[config.mk]
export PLATFORM = sky130hd
export DESIGN_NAME = scm_clock_ctrl
export DESIGN_NICKNAME = d
export VERILOG_FILES = /design/src/hdl/scm_pkg.sv /design/src/hdl/scm_clock_ctrl.sv
export VERILOG_INCLUDE_DIRS = /design/src /design/src/hdl
export SDC_FILE = /design/constraint.sdc
export NUM_CORES = 1
export LEC_CHECK = 0
export BUFFER_PORTS_ARGS = -buffer_cell sky130_fd_sc_hd__buf_2
export CAP_MARGIN = 20
export CORE_UTILIZATION = 45
export CTS_BUF_LIST = sky130_fd_sc_hd__clkbuf_4 sky130_fd_sc_hd__clkbuf_8 sky130_fd_sc_hd__clkbuf_16
export CTS_CLUSTER_SIZE = 12
export DETAILED_ROUTE_END_ITERATION = 16
export PLACE_DENSITY = 0.74
export SETUP_SLACK_MARGIN = 0.5
export SKIP_LAST_GASP = 1
export SLEW_MARGIN = 20
export SYNTH_ARGS = -nofsm -noshare
export SYNTH_HDL_FRONTEND = slang
export SYNTH_SLANG_ARGS = --single-unit
export TNS_END_PERCENT = 1
[constraint.sdc]
create_clock -name mclk -period 5.54 [get_ports mclk]
set_input_delay 1.108 -clock mclk [delete_from_list [all_inputs] [get_ports mclk]]
set_output_delay 1.108 -clock mclk [all_outputs]
set_load 0.005 [all_outputs]
[src/hdl/scm_consts.svh]
// Offsets, fields, reset values and timing counts of the clock control
`ifndef SCM_CONSTS_SVH
`define SCM_CONSTS_SVH
`define SCM_CLK_CTRL_OFS  4'h0
`define SCM_OSC_CTRL_OFS  4'h1
`define SCM_SEL_MSB       7
`define SCM_SEL_LSB       5
`define SCM_KEEP_FAST_BIT 1
`define SCM_KEEP_SLOW_BIT 0
`define SCM_FREQ_MSB      3
`define SCM_FREQ_LSB      2
`define SCM_STABLE_BIT    1
`define SCM_EN_BIT        0
`define SCM_SEL_RST       3'h0
`define SCM_KEEP_RST      1'b0
`define SCM_FREQ_RST      2'h0
`define SCM_EN_RST        1'b1
`define SCM_SEL_SLOW      3'h7
`define SCM_SW_TICKS      3'h4
`define SCM_MCLK_HZ       25000000
`define SCM_SLOW_RC_OSCILLATOR_HZ       32000
`define SCM_FAST_HZ_2M    2000000
`define SCM_FAST_HZ_4M    4000000
`define SCM_FAST_HZ_8M    8000000
`define SCM_SLOW_DIV      (`SCM_MCLK_HZ / `SCM_SLOW_RC_OSCILLATOR_HZ)
`define SCM_SLOW_STAB     4'h2
`endif

[src/hdl/scm_pkg.sv]
// Types of the system clock and power mode control
package scm_pkg;
   typedef enum logic [2:0] {
      SCM_RUN_FAST, SCM_RUN_SLOW, SCM_SLEEP,
      SCM_IDLE_SLOW_ONLY, SCM_IDLE_BOTH_CLOCKS, SCM_IDLE_FAST_ONLY
   } scm_mode_e;
   typedef enum logic [1:0] {
      SCM_SW_IDLE, SCM_SW_WAIT, SCM_SW_READY
   } scm_sw_e;
endpackage

[src/hdl/scm_clock_ctrl.sv]
// System clock selection and low-power mode control
// Behaviour
// - select codes 0..6 give fast clock divided 1..64, code 7 slow clock.
// - keep-fast bit 1 keeps fast oscillator running after stop instruction.
// - keep-slow bit 0 keeps slow oscillator running after stop instruction.
// - switch completes after four current system ticks plus source alignment.
// - frequency codes 00,01,10,11 give 2, 4, 8 and 2 MHz.
// - new fast frequency takes effect only once stable flag is set.
// - enabling the fast oscillator clears stable flag, set again when stable.
// - fast oscillator enable is bit 0, resets to 1.
// - unimplemented register bits always read zero.
// - keep bits pick sleep, idle slow only, idle fast only or idle both clocks.
// - code 7 switches to slow clock after slow oscillator is stable.
// - return to fast clock waits for fast oscillator stabilisation.
// - sleep stops all clocks except watchdog and halts execution.
// - idle slow only stops fast clock, slow clock runs.
// - idle both clocks keeps both clocks, execution halted.
// - entering low power sets power-down flag, clears timeout flag.
// - entering low power clears watchdog counter, which resumes counting.
// - during low power memory, registers and ports hold their values.
// - keep-fast 1, keep-slow 0 enters idle fast only.
// - slow clock comes from the roughly 32 kHz slow oscillator.
//
// Local design decisions: the address map and the strobed register port.
`timescale 1ns/1ps
`include "scm_consts.svh"
module scm_clock_ctrl
   import scm_pkg::*;
#(
   parameter int STAB_CYCLES = 64     // Fast oscillator settling, mclk cycles
) (
   input  wire logic       mclk,          // 25 MHz clock
   input  wire logic       rst_n,         // Asynchronous reset, active low
   input  wire logic [3:0] addr,          // Register address
   input  wire logic [7:0] wdata,         // Write data
   input  wire logic       wr,            // Write strobe
   input  wire logic       rd,            // Read strobe
   output logic      [7:0] rdata,         // Read data, cycle after rd
   input  wire logic       halt_exec,     // CPU executes stop instruction
   input  wire logic       wake,          // Wake-up event
   output logic            sys_clk_en,    // System clock tick
   output logic            fast_clk_en,   // Fast clock tick for peripherals
   output logic            slow_clk_en,   // Slow clock tick for peripherals
   output logic            slow_rc_oscillator_clk_en,   // Watchdog clock tick, always on
   output logic            cpu_run,       // CPU executing
   output logic            hold,          // Freeze memory, registers, ports
   output logic [2:0]      mode,          // Operating mode
   output logic            pdf_set,       // Set power-down flag pulse
   output logic            to_clear,      // Clear timeout flag pulse
   output logic            wdt_clear,     // Clear watchdog counter pulse
   output logic            switch_busy    // Clock switch in progress
);
   logic [1:0]  rst_sync_q;
   logic        rst_s_n;
   logic [2:0]  sel_q;
   logic        keep_fast_q;
   logic        keep_slow_q;
   logic [1:0]  freq_q;
   logic        en_q;
   logic [7:0]  rdata_q;
   scm_mode_e   mode_q;
   scm_sw_e     sw_q;
   logic [2:0]  cur_sel_q;
   logic [2:0]  sw_cnt_q;
   logic [1:0]  app_freq_q;
   logic [15:0] stab_cnt_q;
   logic        stable_q;
   logic        warm_q;
   logic        fast_on_q;
   logic [3:0]  fdiv_q;
   logic [5:0]  pre_q;
   logic [9:0]  sdiv_q;
   logic [3:0]  sstab_q;
   logic        slow_ok;
   logic        halted;
   logic        fast_need;
   logic        fast_on;
   logic        fast_tick;
   logic        slow_tick;
   logic        cur_tick;
   logic        tgt_tick;
   logic        tgt_ready;
   logic        wr_clk;
   logic        wr_osc;
   logic        pdf_q;
   logic        sel_pending;

   // Fast tick period in mclk cycles for a frequency code
   function automatic logic [3:0] fast_div(input logic [1:0] f);
      case (f)
         2'h1:    fast_div = 4'(`SCM_MCLK_HZ / `SCM_FAST_HZ_4M);
         2'h2:    fast_div = 4'(`SCM_MCLK_HZ / `SCM_FAST_HZ_8M);
         default: fast_div = 4'(`SCM_MCLK_HZ / `SCM_FAST_HZ_2M);
      endcase
   endfunction

   // Tick of the source a select code names
   function automatic logic src_tick(input logic [2:0] s, input logic ft,
                                     input logic st, input logic [5:0] pre);
      logic [5:0] m;
      m = 6'((7'h1 << s) - 7'h1);
      if (s == `SCM_SEL_SLOW) begin
         src_tick = st;
      end else begin
         src_tick = ft && ((pre & m) == m);
      end
   endfunction

   // Reset release through two flops
   always_ff @(posedge mclk or negedge rst_n) begin
      if (!rst_n) begin
         rst_sync_q <= 2'h0;
      end else begin
         rst_sync_q <= {rst_sync_q[0], 1'b1};
      end
   end
   assign rst_s_n = rst_sync_q[1];

   assign wr_clk = wr && (addr == `SCM_CLK_CTRL_OFS);
   assign wr_osc = wr && (addr == `SCM_OSC_CTRL_OFS);
   assign halted = (mode_q != SCM_RUN_FAST) && (mode_q != SCM_RUN_SLOW);

   // Clock control register
   always_ff @(posedge mclk or negedge rst_s_n) begin
      if (!rst_s_n) begin
         sel_q       <= `SCM_SEL_RST;
         keep_fast_q <= `SCM_KEEP_RST;
         keep_slow_q <= `SCM_KEEP_RST;
      end else if (wr_clk && !halted) begin
         sel_q       <= wdata[`SCM_SEL_MSB:`SCM_SEL_LSB];
         keep_fast_q <= wdata[`SCM_KEEP_FAST_BIT];
         keep_slow_q <= wdata[`SCM_KEEP_SLOW_BIT];
      end
   end

   // oscillator control register, enable resets to 1
   always_ff @(posedge mclk or negedge rst_s_n) begin
      if (!rst_s_n) begin
         freq_q <= `SCM_FREQ_RST;
         en_q   <= `SCM_EN_RST;
      end else if (wr_osc && !halted) begin
         freq_q <= wdata[`SCM_FREQ_MSB:`SCM_FREQ_LSB];
         en_q   <= wdata[`SCM_EN_BIT];
      end
   end

   // read mux, unused bits and unmapped addresses read zero
   always_ff @(posedge mclk or negedge rst_s_n) begin
      if (!rst_s_n) begin
         rdata_q <= 8'h00;
      end else if (rd && addr == `SCM_CLK_CTRL_OFS) begin
         rdata_q <= {sel_q, 3'h0, keep_fast_q, keep_slow_q};
      end else if (rd && addr == `SCM_OSC_CTRL_OFS) begin
         rdata_q <= {4'h0, freq_q, stable_q, en_q};
      end else begin
         rdata_q <= 8'h00;
      end
   end
   assign rdata = rdata_q;

   // fast oscillator runs when enabled or in use, unless kept off in stop
   assign sel_pending = (sel_q != cur_sel_q);
   assign fast_need   = en_q || (cur_sel_q != `SCM_SEL_SLOW)
                        || (sel_pending && sel_q != `SCM_SEL_SLOW);
   assign fast_on     = fast_need && !(halted && !keep_fast_q);

   // settling count restarts on enable or frequency change
   always_ff @(posedge mclk or negedge rst_s_n) begin
      if (!rst_s_n) begin
         fast_on_q  <= 1'b0;
         stab_cnt_q <= 16'h0000;
         stable_q   <= 1'b0;
      end else begin
         fast_on_q <= fast_on;
         // stable flag cleared first, set after settling
         if (!fast_on) begin
            stable_q   <= 1'b0;
            stab_cnt_q <= 16'h0000;
         end else if (!fast_on_q || (wr_osc && !halted
                      && wdata[`SCM_FREQ_MSB:`SCM_FREQ_LSB] != freq_q)
                      || (wr_osc && !halted && wdata[`SCM_EN_BIT] && !en_q)) begin
            stable_q   <= 1'b0;
            stab_cnt_q <= 16'(STAB_CYCLES);
         end else if (stab_cnt_q > 16'h0001) begin
            stab_cnt_q <= stab_cnt_q - 16'h0001;
         end else if (stab_cnt_q == 16'h0001) begin
            stab_cnt_q <= 16'h0000;
            stable_q   <= 1'b1;
         end
      end
   end

   // applied frequency follows the field once stable
   always_ff @(posedge mclk or negedge rst_s_n) begin
      if (!rst_s_n) begin
         app_freq_q <= `SCM_FREQ_RST;
         warm_q     <= 1'b0;
      end else begin
         if (stable_q) begin
            app_freq_q <= freq_q;
         end
         if (!fast_on) begin
            warm_q <= 1'b0;
         end else if (stable_q) begin
            warm_q <= 1'b1;
         end
      end
   end

   // fast clock tick at the applied frequency
   always_ff @(posedge mclk or negedge rst_s_n) begin
      if (!rst_s_n) begin
         fdiv_q <= 4'h0;
         pre_q  <= 6'h00;
      end else if (!warm_q) begin
         fdiv_q <= 4'h0;
      end else if (fdiv_q >= fast_div(app_freq_q) - 4'h1) begin
         fdiv_q <= 4'h0;
         pre_q  <= pre_q + 6'h01;
      end else begin
         fdiv_q <= fdiv_q + 4'h1;
      end
   end
   assign fast_tick = warm_q && (fdiv_q >= fast_div(app_freq_q) - 4'h1);

   // slow tick from the 32 kHz slow oscillator, always running
   always_ff @(posedge mclk or negedge rst_s_n) begin
      if (!rst_s_n) begin
         sdiv_q  <= 10'h000;
         sstab_q <= 4'h0;
      end else if (sdiv_q == 10'(`SCM_SLOW_DIV - 1)) begin
         sdiv_q <= 10'h000;
         if (!slow_ok) begin
            sstab_q <= sstab_q + 4'h1;
         end
      end else begin
         sdiv_q <= sdiv_q + 10'h001;
      end
   end
   assign slow_tick = (sdiv_q == 10'(`SCM_SLOW_DIV - 1));
   assign slow_ok   = (sstab_q >= `SCM_SLOW_STAB);

   assign cur_tick  = src_tick(cur_sel_q, fast_tick, slow_tick, pre_q);
   assign tgt_tick  = src_tick(sel_q, fast_tick, slow_tick, pre_q);
   // slow target needs the slow oscillator stable
   // fast target needs the fast oscillator stable
   assign tgt_ready = (sel_q == `SCM_SEL_SLOW) ? slow_ok : (stable_q && warm_q);

   // count four current ticks, then swap on a target tick
   always_ff @(posedge mclk or negedge rst_s_n) begin
      if (!rst_s_n) begin
         sw_q      <= SCM_SW_IDLE;
         sw_cnt_q  <= 3'h0;
         cur_sel_q <= `SCM_SEL_RST;
      end else begin
         case (sw_q)
            SCM_SW_IDLE: begin
               if (sel_pending) begin
                  sw_q     <= SCM_SW_WAIT;
                  sw_cnt_q <= 3'h0;
               end
            end
            SCM_SW_WAIT: begin
               if (sw_cnt_q == `SCM_SW_TICKS) begin
                  sw_q <= SCM_SW_READY;
               end else if (cur_tick && !halted) begin
                  sw_cnt_q <= sw_cnt_q + 3'h1;
               end
            end
            SCM_SW_READY: begin
               // swap only on a target tick, no short pulse
               if (!sel_pending) begin
                  sw_q <= SCM_SW_IDLE;
               end else if (tgt_ready && tgt_tick && !halted) begin
                  cur_sel_q <= sel_q;
                  sw_q      <= SCM_SW_IDLE;
               end
            end
            default: sw_q <= SCM_SW_IDLE;
         endcase
      end
   end
   assign switch_busy = sel_pending;

   // stop instruction picks low-power mode from keep bits
   always_ff @(posedge mclk or negedge rst_s_n) begin
      if (!rst_s_n) begin
         mode_q <= SCM_RUN_FAST;
      end else if (halt_exec && !halted) begin
         case ({keep_fast_q, keep_slow_q})
            2'b00:   mode_q <= SCM_SLEEP;
            2'b01:   mode_q <= SCM_IDLE_SLOW_ONLY;
            2'b11:   mode_q <= SCM_IDLE_BOTH_CLOCKS;
            default: mode_q <= SCM_IDLE_FAST_ONLY;
         endcase
      end else if (wake && halted) begin
         mode_q <= SCM_RUN_FAST;
      end else if (!halted) begin
         mode_q <= (cur_sel_q == `SCM_SEL_SLOW) ? SCM_RUN_SLOW : SCM_RUN_FAST;
      end
   end
   assign mode = mode_q;

   // one entry pulse sets power-down and clears timeout
   always_ff @(posedge mclk or negedge rst_s_n) begin
      if (!rst_s_n) begin
         pdf_q <= 1'b0;
      end else begin
         pdf_q <= halt_exec && !halted;
      end
   end
   assign pdf_set  = pdf_q;
   assign to_clear = pdf_q;
   // watchdog counter cleared on entry, keeps counting
   assign wdt_clear = pdf_q;

   // sleep gates every clock except the watchdog tick
   // idle slow only keeps the slow tick
   // idle both clocks keeps both ticks
   // slow tick to peripherals only when kept in stop
   assign sys_clk_en  = cur_tick && !halted;
   assign fast_clk_en = fast_tick && !(halted && !keep_fast_q);
   assign slow_clk_en = slow_tick && !(halted && !keep_slow_q);
   assign slow_rc_oscillator_clk_en = slow_tick;
   assign cpu_run     = !halted;
   assign hold        = halted;
endmodule

==> flow_summary.json <==
{
  "status": "finished, final reports clean",
  "wire_per_inst_um": 15.1,
  "worstSkewPairLatency_ns": 0.34,
  "syn-instance-count": 394,
  "yosysSeqAreaShare_pct": 47.2,
  "dp_slack_ns": 2.26,
  "cts_tree": "done",
  "rr_endpoint": "cur_sel_q[0]$_DFFE_PN0P_",
  "fin_cells": 536,
  "ys_types": 62,
  "cts.root.buffer_cell": "clkbuf_8",
  "dr.pass1.iters": 4,
  "synth_top_area_cell": "dfrtp_1",
  "avgSynthCellArea_um2": 9.97,
  "min_from": "rst_sync_q[0]$_DFF_PN0_",
  "synth_nets": 434,
  "clk_pin_slew_ns": 0.08,
  "place_hpwl_mm": 5.77,
  "postRouteAntennaNets": 0,
  "cts_buffers": 9,
  "fill_cells": 772,
  "die_y_um": 95.5,
  "clock_path_buffers": 2,
  "r2r_slack_ns": 2.80,
  "area_delta_synth_final_pct": 11.0,
  "gp_congestion": 0.829,
  "fin_tns_setup_ns": 0,
  "vias_per_cell": 5.66,
  "dpl.cell_count": 520,
  "fin_crit_sh_pct": 63.2,
  "netlist_area_um2": 3930,
  "drt_wl_total_mm": 8.09,
  "initial_core_util_pct": 47.1,
  "ys_warn_count": 0,
  "hold_path_end": "rst_sync_q[1]$_DFF_PN0_",
  "ys_top_cells_by_area": "dfrtp_1, ha_1, xnor2_1",
  "placed_area_um2": 4170,
  "power_density_nw_per_um2": 443,
  "ctsHoldBuffers": 0,
  "critPathKind": "reg -> out",
  "grt_pass1_vias": 2977,
  "synth-edff-count": 0,
  "first_iter_violations": 136,
  "leakagePower_uw": 0.00207,
  "hold_viol": 0,
  "fin_util_pct": 52.3,
  "cp_max_fo": 6,
  "antenna_found_initial": 0,
  "r2r-start": "sel_q[0]$_DFFE_PN0P_",
  "max_freq_mhz": 286,
  "cp-start-kind": "flip-flop",
  "clock_skew_ns": 0.0113,
  "post-cts-setup-buffer-count": 0,
  "vdd_drop_max_mv": 0.231,
  "num_rows": 33,
  "final_nets": 466,
  "holdPathStages": 0,
  "die_w_um": 95.5,
  "cp-end-kind": "primary output",
  "synth_top_area_share_pct": 46.5,
  "final_cell_area_um2": 4360,
  "ios": 39,
  "routed-via-count": 3033,
  "ys_seq_elements": 74,
  "overflow": 0,
  "setup_viol": 0,
  "setup_slack_ns": 2.04,
  "async_flop_share_pct": 100,
  "cts.repair.resized": 0,
  "drive_above_1_share_pct": 17.9,
  "htree_levels": 3,
  "worst-r2r-cell-count": 7,
  "critPathRequiredTime_ns": 4.43,
  "slew_violations": 0,
  "grt_pass1_wl_mm": 13.8,
  "diodes": 0,
  "max-cap-violations": 0,
  "worst_slew_pin_slew_ns": 0.910,
  "crit_arrival_ns": 2.39,
  "dieArea_um2": 9110,
  "max-slew-margin-rel_pct": 39.3,
  "drc_errors": 0,
  "portBuffers": 36,
  "ys.flop_type": "dfrtp_1",
  "grt_max_degree": 73,
  "grt_setup_unrepaired": "false",
  "core_area_um2": 8340,
  "final.min_clock_period_ns": 3.50,
  "grt.total_usage_pct": 19.7,
  "worstHoldPathType": "reg -> reg",
  "clock-sinks": 74
}
==> state kept, by name (all words and copies together) (netlist names), 4 cells and up <==
signal      flops
stab_cnt_q     16
sdiv_q         10
rdata           7
pre_q           6
fdiv_q          4
sstab_q         4
==> cell families after synthesis <==
group           count (synthesis)  synth area share, %
compound gates                 74                 12.3
other cells                     2                0.191
mux                            11                 3.09
flops                          74                 47.2
xor+xnor                       24                 5.35
buf+inv                        46                 4.93
fa+ha+maj                      22                 7.00
simple gates                  141                 20.0
==> placed cells by master, fill, tap and decap left out, types with 3 or more instances in the layout <==
master / count
a21oi_1: 19
a31oi_1: 3
and2_1: 7
and3_1: 8
buf_2: 36
clkbuf_8: 12
clkinvlp_4: 3
dfrtp_1: 72
ha_1: 22
inv_1: 30
mux2_2: 9
nand2_1: 24
nand2b_1: 7
nand3_1: 20
nand3b_1: 4
nand4_1: 5
nor2_1: 26
nor2b_1: 4
nor4_1: 4
o21ai_0: 21
o31ai_1: 6
or3_1: 8
or3_2: 3
or4_1: 5
xnor2_1: 19
xor2_1: 5
==> through the flow <==
stage | hold WS, ns | power [uW]
2_1_floorplan | 0.331 | 1340
5_1_grt | 0.383 | 2080
3_3_place_gp | 0.344 | 1490
4_1_cts | 0.371 | 1940
3_5_place_dp | 0.339 | 1530
6_report | 0.369 | 1930
==> cell usage after synthesis, drive strengths merged, types with 5 or more instances <==
| cell type | instances |
|---|---|
| nand4 | 5 |
| nand2b | 7 |
| nor2 | 27 |
| dfrtp | 73 |
| nand3 | 20 |
| inv | 30 |
| and2 | 7 |
| nand2 | 24 |
| mux2 | 9 |
| or4 | 8 |
| a21oi | 19 |
| xor2 | 5 |
| or3 | 11 |
| o31ai | 6 |
| buf | 9 |
| xnor2 | 19 |
| o21ai | 21 |
| clkbuf | 7 |
| and3 | 8 |
| ha | 22 |
==> report_power, final <==
part           total (uW)  switching [uW]  leakage [uW]  internal (uW)
logic                 737             426       0.00101            310
clock network         399             195     0.0000913            204
registers             796             137      0.000970            659
==> metal layers <==
layer	part of all wire, %	vias up	GRT usage [%]
met4	0.32	0	4.73
met3	4.8	4	4.94
li1	-	1456	-
met2	51	65	33.6
met1	44	1508	24.9
met5	0	-	0
==> how the worst max path moves through the flow <==
stage                                          from                         to  slack [ns]  depth (start not counted)
after detailed placement                    addr[1]  stab_cnt_q[9]$_DFFE_PN0P_        2.26                          7
after CTS                 app_freq_q[0]$_DFFE_PN0P_                 sys_clk_en        2.03                         10
after global placement                      addr[1]  stab_cnt_q[9]$_DFFE_PN0P_        2.32                          7
after global routing      app_freq_q[0]$_DFFE_PN0P_                 sys_clk_en        1.89                         10
after floorplan           app_freq_q[0]$_DFFE_PN0P_                 sys_clk_en        2.59                         10
final                     app_freq_q[0]$_DFFE_PN0P_                 sys_clk_en        2.04                         10
==> final cells by class <==
class	instances	area, um2	share of cell area (%)
Clock inverter	3	22.5	0.516
Tap cell	105	131	3.01
Clock buffer	13	173	3.96
Timing Repair Buffer	37	188	4.30
Multi-Input combinational cell	274	1880	43.1
Sequential cell	74	1850	42.5
Inverter	30	113	2.58
==> critical path, cell delays in order, from the launching register on <==
cell      delay (ns)
dfrtp_1         0.38
inv_1           0.08
ha_1            0.14
inv_1           0.04
ha_1            0.25
nand2b_1        0.14
a2111o_1        0.44
and3_1          0.27
nand3_1         0.10
a21oi_1         0.08
buf_2           0.13
(Power assumes the default switching activity.)
